### config.mk
export PLATFORM = sky130hd
export DESIGN_NAME = cfc_fault_confine
export DESIGN_NICKNAME = d
export VERILOG_FILES = /design/src/shared/cfc_pkg.sv /design/src/design/cfc_fault_confine.sv
export SDC_FILE = /design/constraint.sdc
export NUM_CORES = 1
export LEC_CHECK = 0
export ABC_AREA = 0
export BUFFER_PORTS_ARGS = -buffer_cell sky130_fd_sc_hd__buf_2
export CAP_MARGIN = 10
export CORE_UTILIZATION = 45
export DETAILED_ROUTE_END_ITERATION = 10
export GPL_ROUTABILITY_DRIVEN = 0
export GPL_TIMING_DRIVEN = 0
export MAX_ROUTING_LAYER = met4
export PLACE_DENSITY_LB_ADDON = 0.3
export SYNTH_ARGS = -nofsm -noshare
export SYNTH_HDL_FRONTEND = slang
export SYNTH_SLANG_ARGS = --single-unit
### constraint.sdc
create_clock -name REF_CLK -period 4.2 [get_ports REF_CLK]
set_input_delay 1.26 -clock REF_CLK [delete_from_list [all_inputs] [get_ports REF_CLK]]
set_output_delay 1.26 -clock REF_CLK [all_outputs]
set_load 0.005 [all_outputs]
### src/shared/cfc_pkg.sv
// Purpose: constants for the CAN fault confinement block
// Assumes: one protocol clock, bit period marked by a sample pulse
// Notes: counts are in bit periods unless named otherwise
package cfc_pkg;
  // ==========================================
  // error kinds reported by the detector
  localparam logic [2:0] KIND_BIT = 3'h0;
  localparam logic [2:0] KIND_STUFF = 3'h1;
  localparam logic [2:0] KIND_FORM = 3'h2;
  localparam logic [2:0] KIND_ACK = 3'h3;
  localparam logic [2:0] KIND_CRC = 3'h4;
  // ==========================================
  // thresholds and state codes
  localparam logic [7:0] WARN_LEVEL = 8'h60;
  localparam logic [7:0] PASSIVE_LEVEL = 8'h80;
  localparam logic [7:0] TEC_OFF_LEVEL = 8'hF8;
  localparam logic [7:0] TEC_STEP = 8'h08;
  localparam logic [7:0] REC_STEP = 8'h08;
  localparam logic [7:0] REC_RELOAD = 8'h7F;
  localparam logic [1:0] CODE_ACTIVE = 2'h0;
  localparam logic [1:0] CODE_WARN = 2'h1;
  localparam logic [1:0] CODE_PASSIVE = 2'h3;
  // ==========================================
  // bit counts and the count of idle runs
  localparam logic [3:0] FLAG_BITS = 4'h6;
  localparam logic [3:0] DELIM_BITS = 4'h8;
  localparam logic [3:0] SUSPEND_BITS = 4'h8;
  localparam logic [3:0] IDLE_RUN_BITS = 4'hB;
  localparam logic [7:0] IDLE_RUNS = 8'h80;
  // ==========================================
  // reset values
  localparam logic [7:0] TEC_RESET = 8'h00;
  localparam logic [7:0] REC_RESET = 8'h00;
  typedef enum logic [2:0] {
    EF_IDLE = 3'b000,
    EF_WAIT_CRC = 3'b001,
    EF_ARMED = 3'b010,
    EF_FLAG = 3'b011,
    EF_DELIM_WAIT = 3'b100,
    EF_DELIM = 3'b101
  } cfc_ef_state_t;
endpackage : cfc_pkg

### src/design/cfc_fault_confine.sv
// Purpose: error frame timing, retransmission, error states, bus-off recovery
// Assumes: BIT_TICK pulses once at the start of every bit period
// Notes: event inputs come from logic on REF_CLK; RX_PIN is synchronised
//
// Notes on behaviour
// - bit, stuff, form or ack error: error flag starts the next bit period
// - crc error: error flag starts the bit after the ack delimiter
// - transmitter resends the interrupted frame after the error frame
// - one-attempt mode: no resend after an aborted frame
// - counter at 96 or more sets its warning bit
// - counter at 128 or more means error passive, upper status bit set
// - state codes: 00 below 96, 01 for 96 to 127, 11 when passive
// - passive lone transmitter: unacknowledged retries do not raise the count
// - active node sends six dominant bits as error flag
// - passive node sends six recessive bits as error flag
// - passive transmitter waits eight recessive bits after intermission
// - bus-off: no storing, but timestamp toggles, receive count and valid update
// - after init then operating mode, 128 runs of 11 recessive bits recover
// - plus eight from 248 to 255 leaves count unchanged and goes bus-off
// - transmit count is eight bits, receive count seven bits
// - counter increments land on the first error delimiter bit
// - bus-off holds the transmit pin recessive
// - flag type uses counts before the error; increment after the flag
`timescale 1ns/1ps
`default_nettype none
module cfc_fault_confine (
  input wire logic REF_CLK,
  input wire logic RST_N,
  input wire logic BIT_TICK,
  input wire logic RX_PIN,
  input wire logic ERR_DET,
  input wire logic [2:0] ERR_KIND,
  input wire logic ACK_DELIM_END,
  input wire logic ACK_NO_DOM,
  input wire logic TX_ACTIVE,
  input wire logic SINGLE_SHOT,
  input wire logic INC_RX1,
  input wire logic INC_RX8,
  input wire logic DEC_TX,
  input wire logic DEC_RX,
  input wire logic INTERMISSION_END,
  input wire logic FRAME_RX_DONE,
  input wire logic INIT_REQ,
  input wire logic OP_MODE,
  output logic TRANSMIT_PIN,
  output logic [7:0] TRANSMIT_ERROR_COUNT,
  output logic [6:0] RECEIVE_ERROR_COUNT,
  output logic [1:0] TX_STATE_CODE,
  output logic [1:0] RX_STATE_CODE,
  output logic BUS_OFF_FLAG,
  output logic ERR_PASSIVE,
  output logic RETX_REQ,
  output logic TX_HOLD,
  output logic STORE_EN,
  output logic TIMESTAMP_TOGGLE_OUTPUT,
  output logic FRAME_VALID
);
  // ==========================================
  // pin synchroniser
  logic sync1, sync2, sync3, rx_level;
  always_ff @(posedge REF_CLK or negedge RST_N)
    if (!RST_N)
    begin
      sync1 <= 1'b1;
      sync2 <= 1'b1;
      sync3 <= 1'b1;
      rx_level <= 1'b1;
    end
    else
    begin
      sync1 <= RX_PIN;
      sync2 <= sync1;
      sync3 <= sync2;
      if (sync2 == sync3)
        rx_level <= sync3;
    end

  // ==========================================
  // error frame sequencer
  cfc_pkg::cfc_ef_state_t ef_state;
  logic [3:0] bit_cnt;
  logic snap_passive, snap_tx, snap_tx_inc, snap_rx_inc;
  logic apply_now;
  logic [7:0] transmit_error_count, receive_error_count;
  always_ff @(posedge REF_CLK or negedge RST_N)
    if (!RST_N)
    begin
      ef_state <= cfc_pkg::EF_IDLE;
      bit_cnt <= 4'h0;
      snap_passive <= 1'b0;
      snap_tx <= 1'b0;
      snap_tx_inc <= 1'b0;
      snap_rx_inc <= 1'b0;
      apply_now <= 1'b0;
      RETX_REQ <= 1'b0;
      TRANSMIT_PIN <= 1'b1;
    end
    else
    begin
      apply_now <= 1'b0;
      RETX_REQ <= 1'b0;
      case (ef_state)
        cfc_pkg::EF_IDLE:
          if (ERR_DET && !BUS_OFF_FLAG)
          begin
            snap_passive <= ERR_PASSIVE;
            snap_tx <= TX_ACTIVE;
            snap_tx_inc <= TX_ACTIVE && !(ERR_PASSIVE && ERR_KIND == cfc_pkg::KIND_ACK
              && ACK_NO_DOM);
            snap_rx_inc <= !TX_ACTIVE;
            ef_state <= (ERR_KIND == cfc_pkg::KIND_CRC) ? cfc_pkg::EF_WAIT_CRC
              : cfc_pkg::EF_ARMED;
          end
        cfc_pkg::EF_WAIT_CRC:
          if (ACK_DELIM_END)
            ef_state <= cfc_pkg::EF_ARMED;
        cfc_pkg::EF_ARMED:
          if (BIT_TICK)
          begin
            ef_state <= cfc_pkg::EF_FLAG;
            bit_cnt <= 4'h1;
            TRANSMIT_PIN <= snap_passive;
          end
        cfc_pkg::EF_FLAG:
          if (BIT_TICK)
          begin
            if (bit_cnt == cfc_pkg::FLAG_BITS)
            begin
              ef_state <= cfc_pkg::EF_DELIM_WAIT;
              TRANSMIT_PIN <= 1'b1;
            end
            else
              bit_cnt <= bit_cnt + 4'h1;
          end
        cfc_pkg::EF_DELIM_WAIT:
          if (BIT_TICK && rx_level)
          begin
            ef_state <= cfc_pkg::EF_DELIM;
            bit_cnt <= 4'h1;
            apply_now <= 1'b1;
          end
        cfc_pkg::EF_DELIM:
          if (BIT_TICK)
          begin
            if (bit_cnt == cfc_pkg::DELIM_BITS)
            begin
              ef_state <= cfc_pkg::EF_IDLE;
              RETX_REQ <= snap_tx && !SINGLE_SHOT && !BUS_OFF_FLAG;
            end
            else
              bit_cnt <= bit_cnt + 4'h1;
          end
        default:
          ef_state <= cfc_pkg::EF_IDLE;
      endcase
      if (BUS_OFF_FLAG)
      begin
        TRANSMIT_PIN <= 1'b1;
        ef_state <= cfc_pkg::EF_IDLE;
      end
    end

  // ==========================================
  // bus-off recovery counting
  logic recover_armed, recover_done;
  logic [3:0] run_len;
  logic [7:0] run_cnt;
  always_ff @(posedge REF_CLK or negedge RST_N)
    if (!RST_N)
    begin
      recover_armed <= 1'b0;
      recover_done <= 1'b0;
      run_len <= 4'h0;
      run_cnt <= 8'h00;
    end
    else
    begin
      recover_done <= 1'b0;
      if (!BUS_OFF_FLAG || INIT_REQ)
      begin
        recover_armed <= BUS_OFF_FLAG && INIT_REQ;
        run_len <= 4'h0;
        run_cnt <= 8'h00;
      end
      else if (recover_armed && OP_MODE && BIT_TICK && !recover_done)
      begin
        if (!rx_level)
          run_len <= 4'h0;
        else if (run_len == cfc_pkg::IDLE_RUN_BITS - 4'h1)
        begin
          run_len <= 4'h0;
          run_cnt <= run_cnt + 8'h01;
          if (run_cnt == cfc_pkg::IDLE_RUNS - 8'h01)
            recover_done <= 1'b1;
        end
        else
          run_len <= run_len + 4'h1;
      end
    end

  // ==========================================
  // transmit error counter and bus-off
  always_ff @(posedge REF_CLK or negedge RST_N)
    if (!RST_N)
    begin
      transmit_error_count <= cfc_pkg::TEC_RESET;
      BUS_OFF_FLAG <= 1'b0;
    end
    else if (recover_done)
    begin
      transmit_error_count <= cfc_pkg::TEC_RESET;
      BUS_OFF_FLAG <= 1'b0;
    end
    else if (apply_now && snap_tx_inc)
    begin
      if (transmit_error_count >= cfc_pkg::TEC_OFF_LEVEL)
        BUS_OFF_FLAG <= 1'b1;
      else
        transmit_error_count <= transmit_error_count + cfc_pkg::TEC_STEP;
    end
    else if (DEC_TX && transmit_error_count != 8'h00 && !BUS_OFF_FLAG)
      transmit_error_count <= transmit_error_count - 8'h01;

  // ==========================================
  // receive error counter
  always_ff @(posedge REF_CLK or negedge RST_N)
    if (!RST_N)
      receive_error_count <= cfc_pkg::REC_RESET;
    else if (recover_done)
      receive_error_count <= cfc_pkg::REC_RESET;
    else if ((apply_now && snap_rx_inc) || INC_RX1 || INC_RX8)
    begin
      if (INC_RX8 && receive_error_count <= 8'hFF - cfc_pkg::REC_STEP)
        receive_error_count <= receive_error_count + cfc_pkg::REC_STEP;
      else if (INC_RX8)
        receive_error_count <= 8'hFF;
      else if (receive_error_count != 8'hFF)
        receive_error_count <= receive_error_count + 8'h01;
    end
    else if (DEC_RX)
    begin
      if (receive_error_count >= cfc_pkg::PASSIVE_LEVEL)
        receive_error_count <= cfc_pkg::REC_RELOAD;
      else if (receive_error_count != 8'h00)
        receive_error_count <= receive_error_count - 8'h01;
    end

  // ==========================================
  // status codes, visible counts
  always_ff @(posedge REF_CLK or negedge RST_N)
    if (!RST_N)
    begin
      TRANSMIT_ERROR_COUNT <= 8'h00;
      RECEIVE_ERROR_COUNT <= 7'h00;
      TX_STATE_CODE <= cfc_pkg::CODE_ACTIVE;
      RX_STATE_CODE <= cfc_pkg::CODE_ACTIVE;
      ERR_PASSIVE <= 1'b0;
    end
    else
    begin
      TRANSMIT_ERROR_COUNT <= transmit_error_count;
      RECEIVE_ERROR_COUNT <= (receive_error_count >= cfc_pkg::PASSIVE_LEVEL) ? 7'h7F : receive_error_count[6:0];
      if (BUS_OFF_FLAG || transmit_error_count >= cfc_pkg::PASSIVE_LEVEL)
        TX_STATE_CODE <= cfc_pkg::CODE_PASSIVE;
      else if (transmit_error_count >= cfc_pkg::WARN_LEVEL)
        TX_STATE_CODE <= cfc_pkg::CODE_WARN;
      else
        TX_STATE_CODE <= cfc_pkg::CODE_ACTIVE;
      if (receive_error_count >= cfc_pkg::PASSIVE_LEVEL)
        RX_STATE_CODE <= cfc_pkg::CODE_PASSIVE;
      else if (receive_error_count >= cfc_pkg::WARN_LEVEL)
        RX_STATE_CODE <= cfc_pkg::CODE_WARN;
      else
        RX_STATE_CODE <= cfc_pkg::CODE_ACTIVE;
      ERR_PASSIVE <= transmit_error_count >= cfc_pkg::PASSIVE_LEVEL || receive_error_count >= cfc_pkg::PASSIVE_LEVEL;
    end

  // ==========================================
  // suspend transmission
  logic tx_seen;
  logic [3:0] susp_cnt;
  always_ff @(posedge REF_CLK or negedge RST_N)
    if (!RST_N)
    begin
      tx_seen <= 1'b0;
      susp_cnt <= 4'h0;
      TX_HOLD <= 1'b0;
    end
    else
    begin
      if (INTERMISSION_END)
      begin
        tx_seen <= 1'b0;
        if (ERR_PASSIVE && (tx_seen || TX_ACTIVE))
          susp_cnt <= cfc_pkg::SUSPEND_BITS;
      end
      else
      begin
        if (TX_ACTIVE)
          tx_seen <= 1'b1;
        if (BIT_TICK && susp_cnt != 4'h0)
          susp_cnt <= susp_cnt - 4'h1;
      end
      TX_HOLD <= BUS_OFF_FLAG || (susp_cnt != 4'h0);
    end

  // ==========================================
  // receive frame reporting
  always_ff @(posedge REF_CLK or negedge RST_N)
    if (!RST_N)
    begin
      STORE_EN <= 1'b0;
      FRAME_VALID <= 1'b0;
      TIMESTAMP_TOGGLE_OUTPUT <= 1'b0;
    end
    else
    begin
      STORE_EN <= FRAME_RX_DONE && !BUS_OFF_FLAG;
      FRAME_VALID <= FRAME_RX_DONE;
      if (FRAME_RX_DONE)
        TIMESTAMP_TOGGLE_OUTPUT <= !TIMESTAMP_TOGGLE_OUTPUT;
    end

  // ==========================================
  // assertions
  property p_flag_start;
    @(posedge REF_CLK) disable iff (!RST_N)
    (ef_state == cfc_pkg::EF_ARMED && BIT_TICK && !BUS_OFF_FLAG) |=>
      ef_state == cfc_pkg::EF_FLAG && TRANSMIT_PIN == snap_passive;
  endproperty
  a_flag_start: assert property (p_flag_start) else $error("flag not started");
  property p_crc_wait;
    @(posedge REF_CLK) disable iff (!RST_N)
    (ef_state == cfc_pkg::EF_WAIT_CRC && !ACK_DELIM_END && !BUS_OFF_FLAG) |=>
      ef_state == cfc_pkg::EF_WAIT_CRC;
  endproperty
  a_crc_wait: assert property (p_crc_wait) else $error("crc flag too early");
  property p_no_retx_single;
    @(posedge REF_CLK) disable iff (!RST_N)
    SINGLE_SHOT && $past(SINGLE_SHOT) |-> !RETX_REQ;
  endproperty
  a_no_retx_single: assert property (p_no_retx_single) else $error("resend in one shot");
  property p_warn_code;
    @(posedge REF_CLK) disable iff (!RST_N)
    $stable(transmit_error_count) && !BUS_OFF_FLAG && transmit_error_count >= cfc_pkg::WARN_LEVEL
      && transmit_error_count < cfc_pkg::PASSIVE_LEVEL |=> TX_STATE_CODE == cfc_pkg::CODE_WARN;
  endproperty
  a_warn_code: assert property (p_warn_code) else $error("warning code wrong");
  property p_passive_code;
    @(posedge REF_CLK) disable iff (!RST_N)
    receive_error_count >= cfc_pkg::PASSIVE_LEVEL |=> RX_STATE_CODE == cfc_pkg::CODE_PASSIVE && ERR_PASSIVE;
  endproperty
  a_passive_code: assert property (p_passive_code) else $error("passive code wrong");
  property p_off_hold;
    @(posedge REF_CLK) disable iff (!RST_N)
    apply_now && snap_tx_inc && transmit_error_count >= cfc_pkg::TEC_OFF_LEVEL && !recover_done |=>
      BUS_OFF_FLAG && $stable(transmit_error_count);
  endproperty
  a_off_hold: assert property (p_off_hold) else $error("bus-off entry wrong");
  property p_pin_recessive;
    @(posedge REF_CLK) disable iff (!RST_N)
    BUS_OFF_FLAG ##1 BUS_OFF_FLAG |-> TRANSMIT_PIN;
  endproperty
  a_pin_recessive: assert property (p_pin_recessive) else $error("pin driven in bus-off");
  property p_no_store_off;
    @(posedge REF_CLK) disable iff (!RST_N)
    FRAME_RX_DONE && BUS_OFF_FLAG |=> !STORE_EN && FRAME_VALID;
  endproperty
  a_no_store_off: assert property (p_no_store_off) else $error("stored in bus-off");
  // bit ticks seen while the flag stands, kept apart from bit_cnt
  logic [3:0] flag_ticks;
  always_ff @(posedge REF_CLK or negedge RST_N)
    if (!RST_N)
      flag_ticks <= 4'h0;
    else if (ef_state == cfc_pkg::EF_FLAG)
      flag_ticks <= flag_ticks + {3'h0, BIT_TICK};
    else
      flag_ticks <= 4'h0;
  property p_flag_len;
    @(posedge REF_CLK) disable iff (!RST_N)
    $rose(ef_state == cfc_pkg::EF_DELIM_WAIT) |-> flag_ticks == cfc_pkg::FLAG_BITS;
  endproperty
  a_flag_len: assert property (p_flag_len) else $error("flag length wrong");
  c_active_flag: cover property (@(posedge REF_CLK) ef_state == cfc_pkg::EF_FLAG && !TRANSMIT_PIN);
  c_bus_off: cover property (@(posedge REF_CLK) $rose(BUS_OFF_FLAG));
  c_recover: cover property (@(posedge REF_CLK) recover_done);
  c_retx: cover property (@(posedge REF_CLK) RETX_REQ);
endmodule : cfc_fault_confine
`default_nettype wire

==> flow_summary.json, run 1 <==
{
  "drc": 0,
  "ios": 47,
  "nNetsFinal": 489,
  "post_cts_buffers": 0,
  "p_leak_nw": 2.01,
  "tightestPinTransition_ns": 0.644,
  "synthToLayoutAreaGrowth_pct": 14.3,
  "wl_per_cell_um": 15.0,
  "rsz0062_at_grt": "no",
  "yosys_warnings": 0,
  "async_reset_ff_share_pct": 100,
  "status": "finished clean",
  "path_max_fanout": 7,
  "syn_nets": 431,
  "grt_pass1_vias": 2892,
  "grt_antenna_before_repair": 0,
  "drt_pre_antenna_iters": 4,
  "synth_mux_area_share_pct": 2.61,
  "antenna_cells": 0,
  "cp_slowest_stage_delay_ns": 0.35,
  "synthCells": 394,
  "mostFrequentLayoutCells": "73 x dfrtp_1, 52 x buf_2, 31 x nor2_1",
  "detail_route.vias_per_cell": 5.61,
  "synth_ff_type": "dfrtp_1",
  "grt_pass1_wl_mm": 13.7,
  "grt_max_degree": 52,
  "cap_violations": 0,
  "clk_latency_ns": 0.34,
  "p_per_area_nw_per_um2": 595,
  "power.total_mw": 2.74,
  "netlist_area_um2": 4020,
  "cts_tree": "done",
  "clk_pin_slew_worst_paths_ns": 0.08,
  "avgSynthCellArea_um2": 10.2,
  "tns_ns": 0,
  "die_w_um": 96.6,
  "numCtsBuffers": 9,
  "cts_resized": 0,
  "drive_gt1_share_pct": 21.1,
  "cp.arrival_ns": 2.69,
  "cts_sinks": 78,
  "slowest_stage": "a311o_1",
  "critPathKind": "input port to register",
  "fmax_ghz": 0.414,
  "hp-class": "register to register",
  "synth_edf_count": 0,
  "layout_commonest_cell": "dfrtp_1",
  "yosys.area_share.simple_pct": 21.0,
  "fin_worst_skew_ns": 0.00899,
  "drt_wl_total_mm": 8.48,
  "antenna_left": 0,
  "irDropWorstVdd_uv": 205,
  "critPathBufInv": 2,
  "vias": 3164,
  "drt_iter0_markers": 148,
  "synthXorXnorAreaFrac_pct": 3.48,
  "synth_fa_ha_area_share_pct": 5.53,
  "initial_core_util_pct": 46.4,
  "die_area_um2": 9320,
  "critPathCaptureType": "register",
  "ctsHoldBuffers": 0,
  "overflow": 0,
  "finalCritPeriodShare_pct": 57.5,
  "crit_top_cell": "buf_2",
  "startpoint_type": "input port",
  "ys_ff_latch": 78,
  "num_rows": 34,
  "clk_root_buffer_cell": "clkbuf_8",
  "setup_violations": 0,
  "cts_buffer_depth": 2,
  "crit_chain": "buf_2, a21o_1, a311o_1, and3_1, buf_2, a21oi_2, o22a_1",
  "hpwl_mm": 6.03,
  "port_buffers": 46,
  "synth-compound-area-share_pct": 15.2,
  "synth_top_family_by_area": "simple AND/OR/NAND/NOR gates",
  "core-area_um2": 8680,
  "crit_family": "compound AO/OA/AOI/OAI gates",
  "fp.dieH_um": 96.6,
  "htree_levels": 3,
  "synth-seq-area-share_pct": 48.7,
  "drv_slew": 0,
  "max_slew_margin_pct": 56.6,
  "hold_viol": 0,
  "ys_types": 69,
  "grt_use_total_pct": 20.1,
  "crit_required_ns": 4.48,
  "finalCriticalPeriod_ns": 2.41
}
-- metal layers --
layer	GRT usage, %	share of wire, %	vias up
met2	29.8	47	89
met1	26.3	46	1536
met4	10.4	2.5	0
met5	-	0	-
li1	-	-	1520
met3	3.76	4.5	19
-- cells in the mapped netlist, types with 3 or more instances --
cell / number / area [µm²]
clkbuf_1: 8 / 30.0
or2_2: 9 / 56.3
nand4b_1: 3 / 26.3
and3_1: 5 / 31.3
xnor2_1: 9 / 78.8
o211ai_1: 3 / 22.5
nand2b_1: 9 / 56.3
a41oi_1: 3 / 26.3
o22ai_1: 3 / 18.8
xor2_1: 7 / 61.3
nor2b_1: 7 / 43.8
nand4_1: 9 / 56.3
o31ai_1: 3 / 22.5
nand2_1: 21 / 78.8
mux2i_1: 6 / 60.1
nor3_1: 8 / 40.0
o21ai_0: 21 / 105
dfrtp_1: 73 / 1830
dfstp_2: 5 / 131
nand3_1: 13 / 65.1
a21oi_1: 29 / 145
and2_1: 4 / 25.0
nand3b_1: 8 / 60.1
ha_1: 17 / 213
nor2_1: 31 / 116
or3_1: 4 / 25.0
buf_2: 7 / 35.0
inv_1: 19 / 71.3
-- final timing paths --
check,startpoint,end,slack (ns),cells past startpoint
max,INC_RX1,receive_error_count[1],1.79,7
min,sync1,sync2,0.37,0
max reg2reg,receive_error_count[1],receive_error_count[0],2.15,6
min reg2reg,sync1,sync2,0.37,0
max in group asynchronous,RST_N,TRANSMIT_PIN,2.75,2
min in group asynchronous,RST_N,RECEIVE_ERROR_COUNT[2],0.83,1
-- flip-flops by register name (all words and copies together) (netlist names), 2 cells and up --
signal                flops
susp_cnt                  4
run_len                   4
TX_STATE_CODE             2
receive_error_count       8
run_cnt                   8
bit_cnt                   4
ef_state                  3
RX_STATE_CODE             2
TRANSMIT_ERROR_COUNT      8
transmit_error_count      8
RECEIVE_ERROR_COUNT       7
-- metrics by stage --
step	instances	hold WS [ns]	util (%)	worst slack, ns	cell area [µm²]
after CTS	564	0.364	53.0	1.80	4600
final	564	0.367	53.0	1.79	4600
after detailed placement	549	0.352	50.9	1.45	4420
after floorplan	394	0.345	-	1.72	4020
after global placement	548	0.346	50.6	1.34	4390
after global routing	564	0.372	53.0	1.71	4600
-- area by class of cell --
| cell class | instances | area (µm²) |
|---|---|---|
| well taps | 108 | 135 |
| plain buffers | 16 | 68.8 |
| flip-flops and latches | 78 | 1960 |
| clock inverters | 4 | 48.8 |
| inverters | 19 | 71.3 |
| multi-input cells | 281 | 1930 |
| repair buffers | 47 | 260 |
| fillers | 789 | 4080 |
| clock buffers | 11 | 131 |
-- cell families after synthesis --
| logic type | Yosys count |
|---|---|
| mux | 10 |
| buf+inv | 35 |
| flops | 78 |
| compound gates | 90 |
| xor+xnor | 16 |
| fa+ha+maj | 18 |
| simple gates | 147 |
-- report_power, final --
part           switching (mW)  internal, mW
logic                   0.541         0.462
clock network           0.267         0.271
registers               0.203         0.992
-- worst register-to-register path, cell delays in order (launching register included) --
cell	delay [ns]
dfrtp_1	0.52
ha_1	0.33
nand4_1	0.10
o21ai_0	0.23
nand3_1	0.34
a41oi_1	0.32
o21a_1	0.15
(Power assumes the default switching activity.)
==> run 2: changes to the inputs <==
- ABC_AREA: 0 -> 1
- clock period: 4.2 -> 1.95 ns (I/O delays scaled with it)
==> flow_summary.json, run 2 <==
{
  "clk_latency_ns": 0.36,
  "place_area_um2": 4640,
  "grt_pass1_wl_mm": 15.8,
  "layout_commonest_cell": "nand2_1",
  "yosys-top-cells-count": "142 x nand2_1, 73 x dfrtp_1, 67 x nor2_1",
  "power.total_mw": 6.38,
  "synthCells": 544,
  "critPathBufInv": 1,
  "drt_iter0_markers": 122,
  "crit_family": "flip-flops",
  "nNetsFinal": 639,
  "htree_levels": 3,
  "clk_pin_slew_worst_paths_ns": 0.09,
  "mostFrequentLayoutCells": "142 x nand2_1, 73 x dfrtp_1, 67 x nor2_1",
  "ios": 47,
  "synthTopCellsByArea": "dfrtp_1 43%, nand2_1 13%, nand3_1 6.4%",
  "fin_area_um2": 4900,
  "irDropWorstVdd_uv": 496,
  "fmax_ghz": 0.574,
  "fin_worst_skew_ns": 0.0103,
  "path_max_fanout": 8,
  "synthToLayoutAreaGrowth_pct": 15.4,
  "clkPwrFrac_pct": 23.8,
  "finalCriticalPeriod_ns": 1.74,
  "num_rows": 35,
  "slowest_stage": "dfrtp_1",
  "crit_required_ns": 1.36,
  "p_per_area_nw_per_um2": 1300,
  "synth_ff_type": "dfrtp_1",
  "drt_pre_antenna_iters": 4,
  "dp_slack_ns": 0.179,
  "cts_buffer_depth": 2,
  "tightestPinTransition_ns": 0.538,
  "drive_gt1_share_pct": 16.3,
  "synth_edf_count": 0,
  "synth-seq-area-share_pct": 46.1,
  "fillerInstances": 876,
  "hold_viol": 0,
  "cap_violations": 0,
  "drv_slew": 0,
  "p_int_mw": 3.91,
  "ys_types": 40,
  "initial_core_util_pct": 46.1,
  "die_w_um": 99.1,
  "wl_per_cell_um": 12.6,
  "critPathCaptureType": "output pin",
  "yosysMostFrequentCell": "nand2_1",
  "switching_share_pct": 38.7,
  "max_slew_margin_pct": 64.1,
  "async_reset_ff_share_pct": 100,
  "cts_resized": 0,
  "netlist.top_cell.by_area": "dfrtp_1",
  "p_sw_mw": 2.47,
  "finalWorstSetupSlack_ns": 0.209,
  "reg2reg_slack_ns": 0.28,
  "port_buffers": 46,
  "detail_route.vias_per_cell": 5.19,
  "cp_slowest_stage_delay_ns": 0.60,
  "cp.arrival_ns": 1.16,
  "status": "finished clean",
  "seq_area_um2": 1960,
  "antenna_cells": 0,
  "crit_chain": "buf_2",
  "grt_antenna_before_repair": 0,
  "critPathKind": "register to output pin",
  "fp.dieH_um": 99.1,
  "finalCritPeriodShare_pct": 89.3,
  "ctsHoldBuffers": 0,
  "numCtsBuffers": 9,
  "grt_pass1_vias": 3513,
  "cts_sinks": 78,
  "rsz0062_at_grt": "no",
  "drc": 0,
  "cts_tree": "done",
  "die_area_um2": 9820,
  "core-area_um2": 9200,
  "drt_wl_total_mm": 9.03,
  "hp-class": "input port to asynchronous set/reset pin",
  "setup_violations": 0,
  "vias": 3728,
  "fin_hold_ws_ns": 0.156,
  "pwr-share-comb_pct": 36.7,
  "syn_nets": 581,
  "seq_power_share_pct": 39.4,
  "yosys_warnings": 0,
  "hpwl_mm": 6.60,
  "netlist.area_leader.share_pct": 43.0,
  "post_cts_buffers": 0,
  "p_leak_nw": 2.49,
  "multiInputGateArea_um2": 1970,
  "overflow": 0,
  "startpoint_type": "register",
  "grt_max_degree": 47,
  "grt_use_total_pct": 20.8,
  "avgSynthCellArea_um2": 7.80,
  "tns_ns": 0,
  "antenna_left": 0,
  "netlist_area_um2": 4240,
  "ys_ff_latch": 78,
  "clk_root_buffer_cell": "clkbuf_8"
}
run 2: layer usage:
metal	vias to the layer above	global-route usage [%]	wire length [µm]
met5	-	-	0
met4	0	9.84	172
met3	15	3.30	473
met2	108	33.0	4300
met1	1750	26.2	4080
li1	1855	-	-
run 2: layout make-up:
cell class | instances | area share, %
Multi-Input combinational cell | 389 | 40.2
Sequential cell | 78 | 40.0
Timing Repair Buffer | 47 | 5.32
Inverter | 68 | 5.21
Tap cell | 111 | 2.84
Clock buffer | 10 | 2.81
Clock inverter | 6 | 2.35
Buffer | 9 | 1.30
run 2: per-stage QoR:
| step | instances | utilization (%) |
|---|---|---|
| global route | 718 | 53.2 |
| detailed placement | 702 | 50.5 |
| finish | 718 | 53.2 |
| CTS | 718 | 53.2 |
| floorplan | 544 | - |
| global placement | 701 | 50.2 |
run 2: final timing paths:
kind                                         from                 endpoint  cells past startpoint
max                                  BUS_OFF_FLAG             BUS_OFF_FLAG                      1
min                                         RST_N  transmit_error_count[1]                      1
max reg2reg                receive_error_count[3]   receive_error_count[7]                     11
min reg2reg                                 sync1                    sync2                      0
max in group asynchronous                   RST_N               run_len[1]                      2
min in group REF_CLK                       RX_PIN                    sync1                      1
run 2: logic make-up after synthesis:
kind of cell               Yosys count  share of synthesized area, %
and+or+nand+nor                    301                          31.8
DFF                                 78                          46.1
buffers and inverters               77                          7.52
AOI/OAI and AO/OA                   64                          8.08
adders and majority gates           18                          5.25
xor gates and xnor gates             6                          1.24
run 2: power by group through the flow:
stage / clock network [mW] / registers [mW] / logic [mW]
floorplan: 0 / 2.49 / 1.63
global placement: 0 / 2.53 / 2.25
detailed placement: 0 / 2.55 / 2.33
CTS: 1.56 / 2.52 / 2.34
global route: 1.62 / 2.60 / 2.70
finish: 1.52 / 2.52 / 2.34
